--- src/api_framer_pkg.sv ---
/*
  constants, offsets and carrier structs for the api frame encoder and decoder.
  assumes a byte-wide uart stream on the same clock on both sides.
*/
// Function
// - every frame opens with 0x7E and a two-byte length, high byte first, counting type to data.
// - the last byte is 0xFF minus the 8-bit sum of type through data, made on send, checked on receive.
// - offsets 16 and 17 hold the command name; parameter bytes after them mean write, none means query.
// - a nonzero frame id asks for a reply, and a zero id means no response frame is sent.
// - the device answers a command with a type 0x88 frame whose id at offset 4 echoes the request.
// - one request may be answered by several response frames in a row.
// - response offsets 5 and 6 hold the command name and offset 7 the status code.
// - status 0 is success, 1 general error, 2 unknown command, 3 bad parameter.
// - a query reply carries the value after the status, a write reply carries no data.
// - each response carries the frame id of the request that it reports.
// - unsolicited modem status frames are type 0x8A with one status byte at offset 4.
// - modem status 0x00 is hardware reset, 0x01 watchdog, 0x0B network wake, 0x0C network sleep.
// - after power-up the device sends a modem status frame with the hardware reset code.
package api_framer_pkg;

  // framing bytes
  localparam logic [7:0] START_DELIM = 8'h7E;
  localparam logic [7:0] CSUM_BASE = 8'hFF;
  localparam int HDR_BYTES = 3;

  // frame types
  localparam logic [7:0] TYPE_REMOTE_REQ = 8'h17;
  localparam logic [7:0] TYPE_CMD_RESP = 8'h88;
  localparam logic [7:0] TYPE_MODEM_STATUS = 8'h8A;

  // remote request frame offsets
  localparam int REQ_OFS_TYPE = 3;
  localparam int REQ_OFS_ID = 4;
  localparam int REQ_OFS_ADDR = 5;
  localparam int REQ_OFS_RSVD_HI = 13;
  localparam int REQ_OFS_RSVD_LO = 14;
  localparam int REQ_OFS_OPTIONS = 15;
  localparam int REQ_OFS_CMD_HI = 16;
  localparam int REQ_OFS_CMD_LO = 17;
  localparam int REQ_OFS_PARAM = 18;
  localparam logic [15:0] REQ_MIN_LEN = 16'h000F;

  // request field values
  localparam logic [7:0] OPT_APPLY_CHANGES = 8'h02;
  localparam logic [15:0] RSVD_ADDR16 = 16'hFFFE;
  localparam logic [63:0] BROADCAST_ADDR = 64'h0000_0000_0000_FFFF;

  // response frame offsets
  localparam int RSP_OFS_TYPE = 3;
  localparam int RSP_OFS_ID = 4;
  localparam int RSP_OFS_CMD_HI = 5;
  localparam int RSP_OFS_CMD_LO = 6;
  localparam int RSP_OFS_STATUS = 7;
  localparam int RSP_OFS_DATA = 8;
  localparam logic [15:0] RSP_FIXED_LEN = 16'h0005;

  // response status codes
  localparam logic [7:0] STATUS_OK = 8'h00;
  localparam logic [7:0] STATUS_ERROR = 8'h01;
  localparam logic [7:0] STATUS_BAD_CMD = 8'h02;
  localparam logic [7:0] STATUS_BAD_PARAM = 8'h03;

  // modem status frame
  localparam int MDM_OFS_TYPE = 3;
  localparam int MDM_OFS_STATUS = 4;
  localparam logic [15:0] MDM_LEN = 16'h0002;
  localparam logic [7:0] MDM_HW_RESET = 8'h00;
  localparam logic [7:0] MDM_WDOG_RESET = 8'h01;
  localparam logic [7:0] MDM_NET_WAKE = 8'h0B;
  localparam logic [7:0] MDM_NET_SLEEP = 8'h0C;

  // buffer sizes
  localparam int PARAM_MAX = 8;
  localparam int DATA_MAX = 8;
  localparam int RX_BUF_MAX = 23;
  localparam logic [15:0] RX_LEN_MAX = 16'h0017;

  // decoded remote request
  typedef struct packed {
    logic [7:0] frame_id;
    logic [63:0] dest_addr;
    logic broadcast;
    logic apply_changes;
    logic options_bad;
    logic reserved_bad;
    logic [15:0] cmd_name;
    logic is_query;
    logic [3:0] param_len;
    logic [PARAM_MAX-1:0][7:0] param;
  } remote_req_s;

  // response to be framed
  typedef struct packed {
    logic [7:0] frame_id;
    logic [15:0] cmd_name;
    logic [7:0] status;
    logic is_query;
    logic [3:0] data_len;
    logic [DATA_MAX-1:0][7:0] data;
  } cmd_resp_s;

endpackage

--- src/frame_serializer.sv ---
/*
  serializer that wraps a frame body with delimiter, length and checksum.
  assumes the body source holds still while busy_out is high.
*/
module frame_serializer (
  input wire logic core_clk_in,
  input wire logic rst_n_in,
  input wire logic start_in,
  input wire logic [15:0] body_len_in,
  output logic busy_out,
  output logic [15:0] rd_idx_out,
  input wire logic [7:0] rd_byte_in,
  output logic tx_valid_out,
  output logic [7:0] tx_data_out,
  input wire logic tx_ready_in
);

  typedef enum logic [2:0] {S_IDLE, S_DELIM, S_LEN_HI, S_LEN_LO, S_BODY, S_CSUM} ser_state_e;

  ser_state_e state;
  logic [15:0] len;
  logic [15:0] cnt;
  logic [7:0] sum;
  logic out_free;

  // output slot may take a new byte
  assign out_free = !tx_valid_out || tx_ready_in;
  assign busy_out = (state != S_IDLE);
  assign rd_idx_out = cnt;

  // frame sequencer and output byte register
  always_ff @(posedge core_clk_in or negedge rst_n_in) begin
    if (!rst_n_in) begin
      state <= S_IDLE;
      len <= 16'h0000;
      cnt <= 16'h0000;
      sum <= 8'h00;
      tx_valid_out <= 1'b0;
      tx_data_out <= 8'h00;
    end else begin
      if (out_free) begin
        tx_valid_out <= 1'b0;
      end
      case (state)
        S_IDLE: begin
          if (start_in) begin
            len <= body_len_in;
            state <= S_DELIM;
          end
        end
        S_DELIM: begin
          if (out_free) begin
            tx_valid_out <= 1'b1;
            tx_data_out <= api_framer_pkg::START_DELIM;
            state <= S_LEN_HI;
          end
        end
        S_LEN_HI: begin
          if (out_free) begin
            tx_valid_out <= 1'b1;
            tx_data_out <= len[15:8];
            state <= S_LEN_LO;
          end
        end
        S_LEN_LO: begin
          if (out_free) begin
            tx_valid_out <= 1'b1;
            tx_data_out <= len[7:0];
            cnt <= 16'h0000;
            sum <= 8'h00;
            state <= S_BODY;
          end
        end
        S_BODY: begin
          if (out_free) begin
            tx_valid_out <= 1'b1;
            tx_data_out <= rd_byte_in;
            sum <= sum + rd_byte_in;
            cnt <= cnt + 16'h0001;
            if (cnt == len - 16'h0001) begin
              state <= S_CSUM;
            end
          end
        end
        S_CSUM: begin
          if (out_free) begin
            tx_valid_out <= 1'b1;
            tx_data_out <= api_framer_pkg::CSUM_BASE - sum;
            state <= S_IDLE;
          end
        end
        default: begin
          state <= S_IDLE;
        end
      endcase
    end
  end

endmodule // frame_serializer

--- src/api_remote_cmd_response_framer.sv ---
/*
  api frame decoder for remote configuration requests and encoder for
  command responses and modem status frames.
  assumes a uart byte stream and user logic on the same clock, with no pins
  crossing in directly.
*/
module api_remote_cmd_response_framer (
  input wire logic core_clk_in,
  input wire logic rst_n_in,
  // receive byte stream from the uart
  input wire logic rx_valid_in,
  input wire logic [7:0] rx_data_in,
  // decoded requests
  output logic req_valid_out,
  output api_framer_pkg::remote_req_s req_out,
  output logic frame_error_out,
  // responses from the command engine
  input wire logic resp_valid_in,
  output logic resp_ready_out,
  input wire api_framer_pkg::cmd_resp_s resp_in,
  // modem events
  input wire logic wdog_reset_in,
  input wire logic net_wake_in,
  input wire logic net_sleep_in,
  // transmit byte stream to the uart
  output logic tx_valid_out,
  output logic [7:0] tx_data_out,
  input wire logic tx_ready_in
);

  typedef enum logic [2:0] {R_HUNT, R_LEN_HI, R_LEN_LO, R_BODY, R_CSUM} rx_state_e;
  typedef enum logic {SRC_MODEM, SRC_RESP} tx_src_e;

  rx_state_e rx_state;
  logic [15:0] rx_len;
  logic [15:0] rx_cnt;
  logic [7:0] rx_sum;
  logic [7:0] rx_buf [api_framer_pkg::RX_BUF_MAX];
  logic [63:0] dec_addr;
  logic [api_framer_pkg::PARAM_MAX-1:0][7:0] dec_param;
  logic [15:0] dec_param_len;
  logic frame_ok;

  tx_src_e tx_src;
  api_framer_pkg::cmd_resp_s resp_held;
  logic resp_pending;
  logic [7:0] modem_code;
  logic hw_pend;
  logic wdog_pend;
  logic wake_pend;
  logic sleep_pend;
  logic ser_start;
  logic ser_busy;
  logic launch;
  logic launch_modem;
  logic [7:0] next_modem_code;
  logic [15:0] body_len;
  logic [15:0] rd_idx;
  logic [7:0] rd_byte;

  // --------------------------------------------------------------
  // receive side
  // --------------------------------------------------------------

  // checksum over body plus received checksum must land on all ones
  assign frame_ok = (rx_sum + rx_data_in) == api_framer_pkg::CSUM_BASE;

  // receive frame tracker, drops bad frames and hunts for the next delimiter
  always_ff @(posedge core_clk_in or negedge rst_n_in) begin
    if (!rst_n_in) begin
      rx_state <= R_HUNT;
      rx_len <= 16'h0000;
      rx_cnt <= 16'h0000;
      rx_sum <= 8'h00;
    end else if (rx_valid_in) begin
      case (rx_state)
        R_HUNT: begin
          if (rx_data_in == api_framer_pkg::START_DELIM) begin
            rx_state <= R_LEN_HI;
          end
        end
        R_LEN_HI: begin
          rx_len[15:8] <= rx_data_in;
          rx_state <= R_LEN_LO;
        end
        R_LEN_LO: begin
          rx_len[7:0] <= rx_data_in;
          rx_cnt <= 16'h0000;
          rx_sum <= 8'h00;
          if ({rx_len[15:8], rx_data_in} == 16'h0000 ||
              {rx_len[15:8], rx_data_in} > api_framer_pkg::RX_LEN_MAX) begin
            rx_state <= R_HUNT;
          end else begin
            rx_state <= R_BODY;
          end
        end
        R_BODY: begin
          rx_sum <= rx_sum + rx_data_in;
          rx_cnt <= rx_cnt + 16'h0001;
          if (rx_cnt == rx_len - 16'h0001) begin
            rx_state <= R_CSUM;
          end
        end
        R_CSUM: begin
          rx_state <= R_HUNT;
        end
        default: begin
          rx_state <= R_HUNT;
        end
      endcase
    end
  end

  // body bytes land in the frame buffer by position
  always_ff @(posedge core_clk_in) begin
    if (rx_valid_in && rx_state == R_BODY) begin
      rx_buf[rx_cnt[4:0]] <= rx_data_in;
    end
  end

  // address and parameter bytes unpacked from the buffer
  genvar gi;
  generate
    for (gi = 0; gi < 8; gi++) begin : g_addr
      // high byte first at the lowest offset
      assign dec_addr[63-8*gi -: 8] =
        rx_buf[api_framer_pkg::REQ_OFS_ADDR - api_framer_pkg::HDR_BYTES + gi];
    end
    for (gi = 0; gi < api_framer_pkg::PARAM_MAX; gi++) begin : g_param
      assign dec_param[gi] =
        rx_buf[api_framer_pkg::REQ_OFS_PARAM - api_framer_pkg::HDR_BYTES + gi];
    end
  endgenerate

  assign dec_param_len = rx_len - api_framer_pkg::REQ_MIN_LEN;

  // decoded request and error pulses at the checksum byte
  always_ff @(posedge core_clk_in or negedge rst_n_in) begin
    if (!rst_n_in) begin
      req_valid_out <= 1'b0;
      frame_error_out <= 1'b0;
      req_out <= '0;
    end else begin
      req_valid_out <= 1'b0;
      frame_error_out <= 1'b0;
      if (rx_valid_in && rx_state == R_CSUM) begin
        if (!frame_ok) begin
          frame_error_out <= 1'b1;
        end else if (rx_buf[api_framer_pkg::REQ_OFS_TYPE - api_framer_pkg::HDR_BYTES] ==
                     api_framer_pkg::TYPE_REMOTE_REQ) begin
          if (rx_len < api_framer_pkg::REQ_MIN_LEN) begin
            frame_error_out <= 1'b1;
          end else begin
            req_valid_out <= 1'b1;
            req_out.frame_id <= rx_buf[api_framer_pkg::REQ_OFS_ID - api_framer_pkg::HDR_BYTES];
            req_out.dest_addr <= dec_addr;
            req_out.broadcast <= (dec_addr == api_framer_pkg::BROADCAST_ADDR);
            req_out.apply_changes <=
              (rx_buf[api_framer_pkg::REQ_OFS_OPTIONS - api_framer_pkg::HDR_BYTES] &
               api_framer_pkg::OPT_APPLY_CHANGES) != 8'h00;
            req_out.options_bad <=
              (rx_buf[api_framer_pkg::REQ_OFS_OPTIONS - api_framer_pkg::HDR_BYTES] &
               ~api_framer_pkg::OPT_APPLY_CHANGES) != 8'h00;
            req_out.reserved_bad <=
              {rx_buf[api_framer_pkg::REQ_OFS_RSVD_HI - api_framer_pkg::HDR_BYTES],
               rx_buf[api_framer_pkg::REQ_OFS_RSVD_LO - api_framer_pkg::HDR_BYTES]} !=
              api_framer_pkg::RSVD_ADDR16;
            req_out.cmd_name <=
              {rx_buf[api_framer_pkg::REQ_OFS_CMD_HI - api_framer_pkg::HDR_BYTES],
               rx_buf[api_framer_pkg::REQ_OFS_CMD_LO - api_framer_pkg::HDR_BYTES]};
            req_out.is_query <= (dec_param_len == 16'h0000);
            req_out.param_len <= dec_param_len[3:0];
            req_out.param <= dec_param;
          end
        end
      end
    end
  end

  // --------------------------------------------------------------
  // transmit side
  // --------------------------------------------------------------

  // one response held until its frame has left; a zero frame id is taken and discarded
  assign resp_ready_out = !resp_pending &&
                          !(tx_src == SRC_RESP && (ser_start || ser_busy));

  // start a frame when the serializer is free and something waits
  assign launch = !ser_busy && !ser_start &&
                  (hw_pend || wdog_pend || wake_pend || sleep_pend || resp_pending);
  assign launch_modem = launch && (hw_pend || wdog_pend || wake_pend || sleep_pend);

  // modem code chosen by fixed priority, hardware reset first
  always_comb begin
    next_modem_code = api_framer_pkg::MDM_NET_SLEEP;
    if (hw_pend) begin
      next_modem_code = api_framer_pkg::MDM_HW_RESET;
    end else if (wdog_pend) begin
      next_modem_code = api_framer_pkg::MDM_WDOG_RESET;
    end else if (wake_pend) begin
      next_modem_code = api_framer_pkg::MDM_NET_WAKE;
    end
  end

  // pending modem events, a new event wins over its clear
  always_ff @(posedge core_clk_in or negedge rst_n_in) begin
    if (!rst_n_in) begin
      hw_pend <= 1'b1;
      wdog_pend <= 1'b0;
      wake_pend <= 1'b0;
      sleep_pend <= 1'b0;
    end else begin
      hw_pend <= hw_pend && !launch_modem;
      wdog_pend <= (wdog_pend && !(launch_modem && !hw_pend)) || wdog_reset_in;
      wake_pend <= (wake_pend && !(launch_modem && !hw_pend && !wdog_pend)) || net_wake_in;
      sleep_pend <= (sleep_pend && !(launch_modem && !hw_pend && !wdog_pend && !wake_pend)) ||
                    net_sleep_in;
    end
  end

  // held response, any number per request may pass through
  always_ff @(posedge core_clk_in or negedge rst_n_in) begin
    if (!rst_n_in) begin
      resp_pending <= 1'b0;
      resp_held <= '0;
    end else if (resp_valid_in && resp_ready_out) begin
      resp_held <= resp_in;
      resp_pending <= (resp_in.frame_id != 8'h00);
    end else if (launch && !launch_modem) begin
      resp_pending <= 1'b0;
    end
  end

  // frame source latched at launch
  always_ff @(posedge core_clk_in or negedge rst_n_in) begin
    if (!rst_n_in) begin
      ser_start <= 1'b0;
      tx_src <= SRC_MODEM;
      modem_code <= api_framer_pkg::MDM_HW_RESET;
    end else begin
      ser_start <= launch;
      if (launch) begin
        tx_src <= launch_modem ? SRC_MODEM : SRC_RESP;
        modem_code <= next_modem_code;
      end
    end
  end

  // body length per source, write replies carry no data
  always_comb begin
    if (tx_src == SRC_MODEM) begin
      body_len = api_framer_pkg::MDM_LEN;
    end else if (resp_held.is_query) begin
      body_len = api_framer_pkg::RSP_FIXED_LEN + {12'h000, resp_held.data_len};
    end else begin
      body_len = api_framer_pkg::RSP_FIXED_LEN;
    end
  end

  // body byte selected by position for the serializer
  always_comb begin
    rd_byte = 8'h00;
    if (tx_src == SRC_MODEM) begin
      if (rd_idx == 16'(api_framer_pkg::MDM_OFS_TYPE - api_framer_pkg::HDR_BYTES)) begin
        rd_byte = api_framer_pkg::TYPE_MODEM_STATUS;
      end else begin
        rd_byte = modem_code;
      end
    end else begin
      case (rd_idx)
        16'(api_framer_pkg::RSP_OFS_TYPE - api_framer_pkg::HDR_BYTES): begin
          rd_byte = api_framer_pkg::TYPE_CMD_RESP;
        end
        16'(api_framer_pkg::RSP_OFS_ID - api_framer_pkg::HDR_BYTES): begin
          rd_byte = resp_held.frame_id;
        end
        16'(api_framer_pkg::RSP_OFS_CMD_HI - api_framer_pkg::HDR_BYTES): begin
          rd_byte = resp_held.cmd_name[15:8];
        end
        16'(api_framer_pkg::RSP_OFS_CMD_LO - api_framer_pkg::HDR_BYTES): begin
          rd_byte = resp_held.cmd_name[7:0];
        end
        16'(api_framer_pkg::RSP_OFS_STATUS - api_framer_pkg::HDR_BYTES): begin
          rd_byte = resp_held.status;
        end
        default: begin
          rd_byte = resp_held.data[3'(rd_idx -
            16'(api_framer_pkg::RSP_OFS_DATA - api_framer_pkg::HDR_BYTES))];
        end
      endcase
    end
  end

  frame_serializer u_ser (
    .core_clk_in(core_clk_in),
    .rst_n_in(rst_n_in),
    .start_in(ser_start),
    .body_len_in(body_len),
    .busy_out(ser_busy),
    .rd_idx_out(rd_idx),
    .rd_byte_in(rd_byte),
    .tx_valid_out(tx_valid_out),
    .tx_data_out(tx_data_out),
    .tx_ready_in(tx_ready_in)
  );

endmodule // api_remote_cmd_response_framer

--- config.mk ---
export PLATFORM = sky130hd
export DESIGN_NAME = api_remote_cmd_response_framer
export DESIGN_NICKNAME = d
export VERILOG_FILES = /design/src/api_framer_pkg.sv /design/src/frame_serializer.sv /design/src/api_remote_cmd_response_framer.sv
export SDC_FILE = /design/constraint.sdc
export NUM_CORES = 1
export LEC_CHECK = 0
export BUFFER_PORTS_ARGS = -buffer_cell sky130_fd_sc_hd__buf_2
export CAP_MARGIN = 20
export CELL_PAD_IN_SITES_DETAIL_PLACEMENT = 1
export CELL_PAD_IN_SITES_GLOBAL_PLACEMENT = 1
export CORE_AREA = 4 4 313 161
export DETAILED_ROUTE_END_ITERATION = 12
export DIE_AREA = 0 0 317 165
export PLACE_DENSITY_LB_ADDON = 0.1
export SLEW_MARGIN = 20
export SYNTH_ARGS = -nofsm -noshare
export SYNTH_HDL_FRONTEND = slang
export SYNTH_SLANG_ARGS = --single-unit
--- constraint.sdc ---
create_clock -name core_clk_in -period 6.1 [get_ports core_clk_in]
set_input_delay 1.525 -clock core_clk_in [delete_from_list [all_inputs] [get_ports core_clk_in]]
set_output_delay 1.525 -clock core_clk_in [all_outputs]
set_load 0.005 [all_outputs]
==> run summary, run 1 <==
YS warnings - 0
Rel. slew slack - 30.7%
RSZ-0062 raised after global routing - false
Yosys top cell by area - dfrtp_1
Final Hold Viols - 0
Hold Path Stages - 1
Pre-CTS WS - 1.06 ns
Hold path start - rx_buf[21][3]
Final ANT Viol Nets - 0
First-pass GRT wire length - 95.0 mm
Worst-Skew Late Latency - 0.60 ns
Setup crit end kind - flop
Ys flop type - dfrtp_1
Cell count after synthesis - 1586
Drt pass-1 iters - 5
Pwr per Cell Area - 327 mW/mm2
Worst EP arrival - 5.11 ns
R2R Path Start - u_ser.rd_idx_out[0]
Via-per-instance ratio - 5.61
I/O Pins - 290
# nets final - 2027
Number of global-route vias before repair - 15500
Netlist cell types - 86
PnR worst setup slack - 1.44 ns
Filler cell count - 4755
Final Slew Violations - 0
Total track usage - 23.9%
Sink Count - 543
H-tree levels - 2
Final GP Congestion - 0.816
CP Launch Type - flop
Worst Tran Pin Value - 1.03 ns
Post-synth EDFFs - 184
Hold Worst Slack - 0.457 ns
Via count - 14400
Hold Crit Class - reg2reg
Wire length per cell - 24.1 um
Worst-path clk slew - 0.07 ns
Crit share post-route - 76.3%
Worst Skew - 0.0203 ns
Synth Register Bits - 543
WS Path Type - reg2reg
Rows - 57
Top cell type's share of synthesized area - 39.5%
Mean Syn Cell Area - 14.3 um2
Fmax - 0.215 GHz
Hold_buf cts - 0
Port bufs - 289
Core ar. - 0.0479 mm2
Initial Util - 47.4%
Synthesized area - 0.0227 mm2
Area Growth Syn to Fin - 16.1%
Crit path required time - 6.56 ns
Max_cap viols - 0
Detailed placement HPWL - 43.6 mm
Root Driver - clkbuf_16
Layout cell share with drive strength beyond 1 - 35.6%
DRC errors left - 0
Post-CTS Resized - 0
Lkg Pwr - 12.1 nW
Total grt overflow - 0
Initial antenna violation count - 0
Starting DRT DRC Count - 1013
Routed wire length - 61.9 mm
Clk buf depth - 3
Post-synth ARST share - 66.1%
Die area - 0.0523 mm2
Top post-synthesis cells by area - dfrtp_1 (40%), edfxtp_1 (24%), mux2_2 (13%)
Synth cell count leaders - dfrtp_1 (358), mux2_2 (266), edfxtp_1 (184)
Crit. Startpoint - u_ser.rd_idx_out[0]
Largest net degree at the start of global routing - 92
Syn Nets - 1733
Worst vdd ir - 253 uV
CTS tree - done
Most common cell in the netlist - dfrtp_1
Post-CTS Setup Inserts - 0
Die Wd - 317 um
Reg2Reg Depth - 15
Critical-path maximum fanout - 20
Tmin final - 4.66 ns
Num CTS Buffers - 48
Status - complete, no violations
DIE HEIGHT - 165 um
Final setup vio count - 0
Seq/Total Area, Yosys - 64.0%
Setup_tns - 0 ns
## worst max-delay path, stage by stage, from the launching register on
cell and delay [ns]:
dfrtp_1 0.34, buf_4 0.40, ha_1 0.65, nor3_1 0.15, o21bai_1 0.42, nand2_4 0.16, a221oi_1 0.64, o22ai_1 0.24
ha_1 0.39, nor2b_1 0.16, o21ai_0 0.19, nand2b_1 0.13, a21o_1 0.20, a21oi_1 0.20, xor2_1 0.16, o21ai_0 0.09
## registers in the layout, summed over array words and instances (netlist names), 3 cells and up, named ones only
name,cells
resp_held,101
u_ser.sum,8
req_out,161
rx_sum,8
rx_cnt,16
rx_buf,184
rx_state,3
rx_len,16
u_ser.state,3
u_ser.len,5
modem_code,4
u_ser.rd_idx_out,16
u_ser.tx_data_out,8
## cell usage in the layout (no fill, tap or decap), drive strengths merged, types with 16 or more instances in the layout
cell / instances
dfrtp: 358
nand3: 32
nor2: 88
buf: 313
nand2: 87
nand4: 23
nor3: 27
mux2: 281
edfxtp: 184
o21ai: 47
xor2: 27
nor4: 23
inv: 31
a21oi: 39
xnor2: 26
ha: 28
mux4: 16
clkbuf: 71
## metal layers
| metal | global-route usage, % | share of wire, % | vias to the layer above |
|---|---|---|---|
| li1 | - | - | 6446 |
| met1 | 37.0 | 49 | 7594 |
| met2 | 35.8 | 45 | 317 |
| met3 | 4.24 | 5.3 | 60 |
| met4 | 3.81 | 1.2 | 0 |
| met5 | 0 | 0 | - |
## path summary, 6_finish.rpt
kind / end / slack [ns]
setup / recovery: u_ser.sum[6] / 1.44
hold / removal: req_out[51] / 0.46
setup reg to reg: u_ser.sum[6] / 1.44
max in group asynchronous: resp_held[91] / 3.80
hold reg to reg: req_out[51] / 0.46
min in group asynchronous: resp_held[28] / 0.93
## final cells by class
class	instances	area, um2	area share, %
inverters	29	109	0.413
clock buffers	71	1310	4.97
well taps	649	812	3.08
multi-input cells	945	7700	29.2
diodes	1	2.50	0.00950
clock inverters	19	194	0.737
repair buffers	313	1700	6.45
flip-flops and latches	543	14500	55.1
## cells by family after synthesis
| logic type | after synthesis | synth area share (%) |
|---|---|---|
| flip-flops | 543 | 64.0 |
| multiplexers | 306 | 15.9 |
| buffers and inverters | 98 | 2.11 |
| AO/OA/AOI/OAI | 187 | 5.61 |
| XOR/XNOR | 54 | 2.15 |
| AND/OR/NAND/NOR | 368 | 8.47 |
| adder cells (fa/ha/maj) | 30 | 1.72 |
## stage by stage
| step | std cells | total power [mW] | area [um2] | utilization, % |
|---|---|---|---|---|
| after floorplan | 1586 | 5.12 | 22700 | - |
| after global placement | 2478 | 5.61 | 24800 | 51.9 |
| after detailed placement | 2478 | 5.66 | 24800 | 51.9 |
| after CTS | 2568 | 8.66 | 26300 | 55.0 |
| after global routing | 2569 | 9.02 | 26300 | 55.0 |
| final | 2570 | 8.61 | 26300 | 55.0 |
## power by group
group,total [mW],switching (mW),internal [mW]
logic,1.33,0.796,0.534
registers,4.28,0.333,3.94
clock network,3.00,1.38,1.62
Note: power is estimated with default switching activity, not from simulation.
==> inputs of run 2 (changes only) <==
Settings changed: CORE_AREA 4 4 313 161 to 4 4 330 170, DIE_AREA 0 0 317 165 to 0 0 334 174.
Clock period 6.1 ns to 4.1 ns, I/O delays scaled along.
==> run summary, run 2 (synthesis results as in run 1) <==
Crit. Startpoint - u_ser.rd_idx_out[0] (unchanged)
Switching portion of total power - 28.8% (was 29.1%)
Clk buf depth - 3 (unchanged)
Seq pwr share - 47.5% (was 49.7%)
Starting DRT DRC Count - 1011 (was 1013)
Area of placed instances - 0.0252 mm2 (was 0.0248 mm2)
# nets final - 2064 (was 2027)
Detailed placement HPWL - 44.7 mm (was 43.6 mm)
First-pass GRT wire length - 97.1 mm (was 95.0 mm)
Most common cell after layout, fill and taps aside - dfrtp_1 (unchanged)
WS Path Type - reg2reg (unchanged)
Sequential Area - 0.0145 mm2 (unchanged)
Layout cell share with drive strength beyond 1 - 38.0% (was 35.6%)
Critical path's largest stage delay - 0.41 ns (was 0.65 ns)
Crit share post-route - 94.9% (was 76.3%)
Fmax - 0.257 GHz (was 0.215 GHz)
Setup crit end kind - flop (unchanged)
Die Wd - 334 um (was 317 um)
CP Launch Type - flop (unchanged)
Final GP Congestion - 0.812 (was 0.816)
Sink Count - 543 (unchanged)
Max reg flops - 184 (unchanged)
Hold Crit Class - in2async (was reg2reg)
CP bufs+invs - 4 (was 1)
Internal - 9.44 mW (was 6.10 mW)
Lkg Pwr - 12.4 nW (was 12.1 nW)
NetSw - 3.83 mW (was 2.51 mW)
Total grt overflow - 0 (unchanged)
Crit path required time - 4.54 ns (was 6.56 ns)
Final Hold Viols - 0 (unchanged)
Status - complete, no violations (unchanged)
Filler cell count - 5345 (was 4755)
Routed wire length - 63.4 mm (was 61.9 mm)
Reg2Reg Depth - 18 (was 15)
Tmin final - 3.89 ns (was 4.66 ns)
Root Driver - clkbuf_16 (unchanged)
Rows - 60 (was 57)
Drt pass-1 iters - 8 (was 5)
Core ar. - 0.0532 mm2 (was 0.0479 mm2)
Worst EP arrival - 4.33 ns (was 5.11 ns)
Finished Core Util - 50.7% (was 55.0%)
Final ANT Viol Nets - 0 (unchanged)
Final Slew Violations - 0 (unchanged)
Total track usage - 21.7% (was 23.9%)
DIE HEIGHT - 174 um (was 165 um)
Worst Skew - 0.0500 ns (was 0.0203 ns)
Fin area - 0.0269 mm2 (was 0.0263 mm2)
Via-per-instance ratio - 5.44 (was 5.61)
CP Cell Sequence - inv_1 > ha_4 > buf_12 > mux4_2 > mux2_2 > a221oi_4 > buf_4 > o22ai_1 > ha_2 > inv_1 > fa_1 > nor2b_1 > o21ai_0 > nand2b_1 > a21o_1 > a21oi_1 > xor2_1 > o21ai_0 (was buf_4 > ha_1 > nor3_1 > o21bai_1 > nand2_4 > a221oi_1 > o22ai_1 > ha_1 > nor2b_1 > o21ai_0 > nand2b_1 > a21o_1 > a21oi_1 > xor2_1 > o21ai_0)
Worst-path clk slew - 0.07 ns (about the same)
Clk network pwr share - 35.9% (was 34.9%)
Area occupied by multi-input gates - 0.00773 mm2 (was 0.00770 mm2)
Stages on worst setup path - 18 (was 15)
CP max-delay cell - dfrtp_1 (was ha_1)
Commonest non-fill, non-tap cells in the layout - dfrtp_1 (358), buf_2 (288), mux2_2 (266) (unchanged)
Num CTS Buffers - 49 (was 48)
Worst-Skew Late Latency - 0.62 ns (was 0.60 ns)
Max_cap viols - 0 (unchanged)
R2R Path Start - u_ser.rd_idx_out[0] (unchanged)
Final setup vio count - 0 (unchanged)
Number of global-route vias before repair - 15500 (about the same)
Top delay family on crit path - compound AO/OA/AOI/OAI gates (unchanged)
Setup_tns - 0 ns (unchanged)
DRC errors left - 0 (unchanged)
# placed instances - 2579 (was 2478)
CTS tree - done (unchanged)
Via count - 14500 (was 14400)
I/O Pins - 290 (unchanged)
Area Growth Syn to Fin - 18.8% (was 16.1%)
Port bufs - 289 (unchanged)
Critical-path maximum fanout - 13 (was 20)
Logic pwr share - 16.6% (was 15.4%)
Initial Util - 42.7% (was 47.4%)
Largest net degree at the start of global routing - 103 (was 92)
Wire length per cell - 23.7 um (was 24.1 um)
Layout Cells excl Fill - 2670 (was 2570)
Worst vdd ir - 321 uV (was 253 uV)
Worst Tran Pin Value - 1.06 ns (was 1.03 ns)
RSZ-0062 raised after global routing - false (unchanged)
N_diodes - 0 (was 1)
Initial antenna violation count - 1 (was 0)
Pwr per Cell Area - 493 mW/mm2 (was 327 mW/mm2)
H-tree levels - 2 (unchanged)
Die area - 0.0581 mm2 (was 0.0523 mm2)
Rel. slew slack - 29.1% (was 30.7%)
## run 2: path summary, 6_finish.rpt
path,slack [ns],end
max,0.21,u_ser.sum[6]
min,0.38,req_out[46]
max reg2reg,0.21,u_ser.sum[6]
min reg2reg,0.46,req_out[2]
max in group asynchronous,2.66,resp_held[96]
min in group core_clk_in,0.46,req_out[2]
## run 2: metrics by stage
step / hold WS [ns] / power (mW) / setup slack [ns]
2_1_floorplan: 0.432 / 7.61 / 0.0199
3_3_place_gp: 0.438 / 8.46 / 0.118
3_5_place_dp: 0.452 / 8.56 / 0.0258
4_1_cts: 0.422 / 13.4 / 0.0944
5_1_grt: 0.416 / 13.9 / 0.0273
6_report: 0.381 / 13.3 / 0.209
## run 2: worst register-to-register path, delay by kind of cell (launching register included)
family                   cells  cell delay (ns)
AO/OA/AOI/OAI                6             1.01
adder cells (fa/ha/maj)      3             0.69
multiplexers                 2             0.69
buffers and inverters        4             0.60
flip-flops                   1             0.41
AND/OR/NAND/NOR              2             0.17
XOR/XNOR                     1             0.15
## run 2: layer usage
layer / share of wire (%) / track usage [%] / vias up
met5: 0 / 0 / -
met4: 1.6 / 4.08 / 0
met3: 4.3 / 3.52 / 69
met2: 43 / 31.4 / 297
met1: 51 / 34.6 / 7651
li1: - / - / 6511
## run 2: repair_timing
item,4_1_cts,5_1_grt
hold buffers,0,0
buffers inserted,0,0
gates resized for setup,0,7
endpoints found under the setup margin,0,2
## run 2: power groups by stage
stage | clock (mW) | sequential, mW | combinational [mW]
6_report | 4.77 | 6.30 | 2.20
5_1_grt | 5.16 | 6.35 | 2.42
4_1_cts | 4.90 | 6.29 | 2.18
3_5_place_dp | 0 | 6.40 | 2.16
3_3_place_gp | 0 | 6.38 | 2.08
2_1_floorplan | 0 | 6.14 | 1.47
## run 2: layout make-up
class,count,share of cell area [%]
Clock buffer,67,5.17
Clock inverter,24,1.02
Inverter,29,0.404
Multi-Input combinational cell,945,28.7
Sequential cell,543,53.9
Tap cell,713,3.31
Timing Repair Buffer,349,7.51
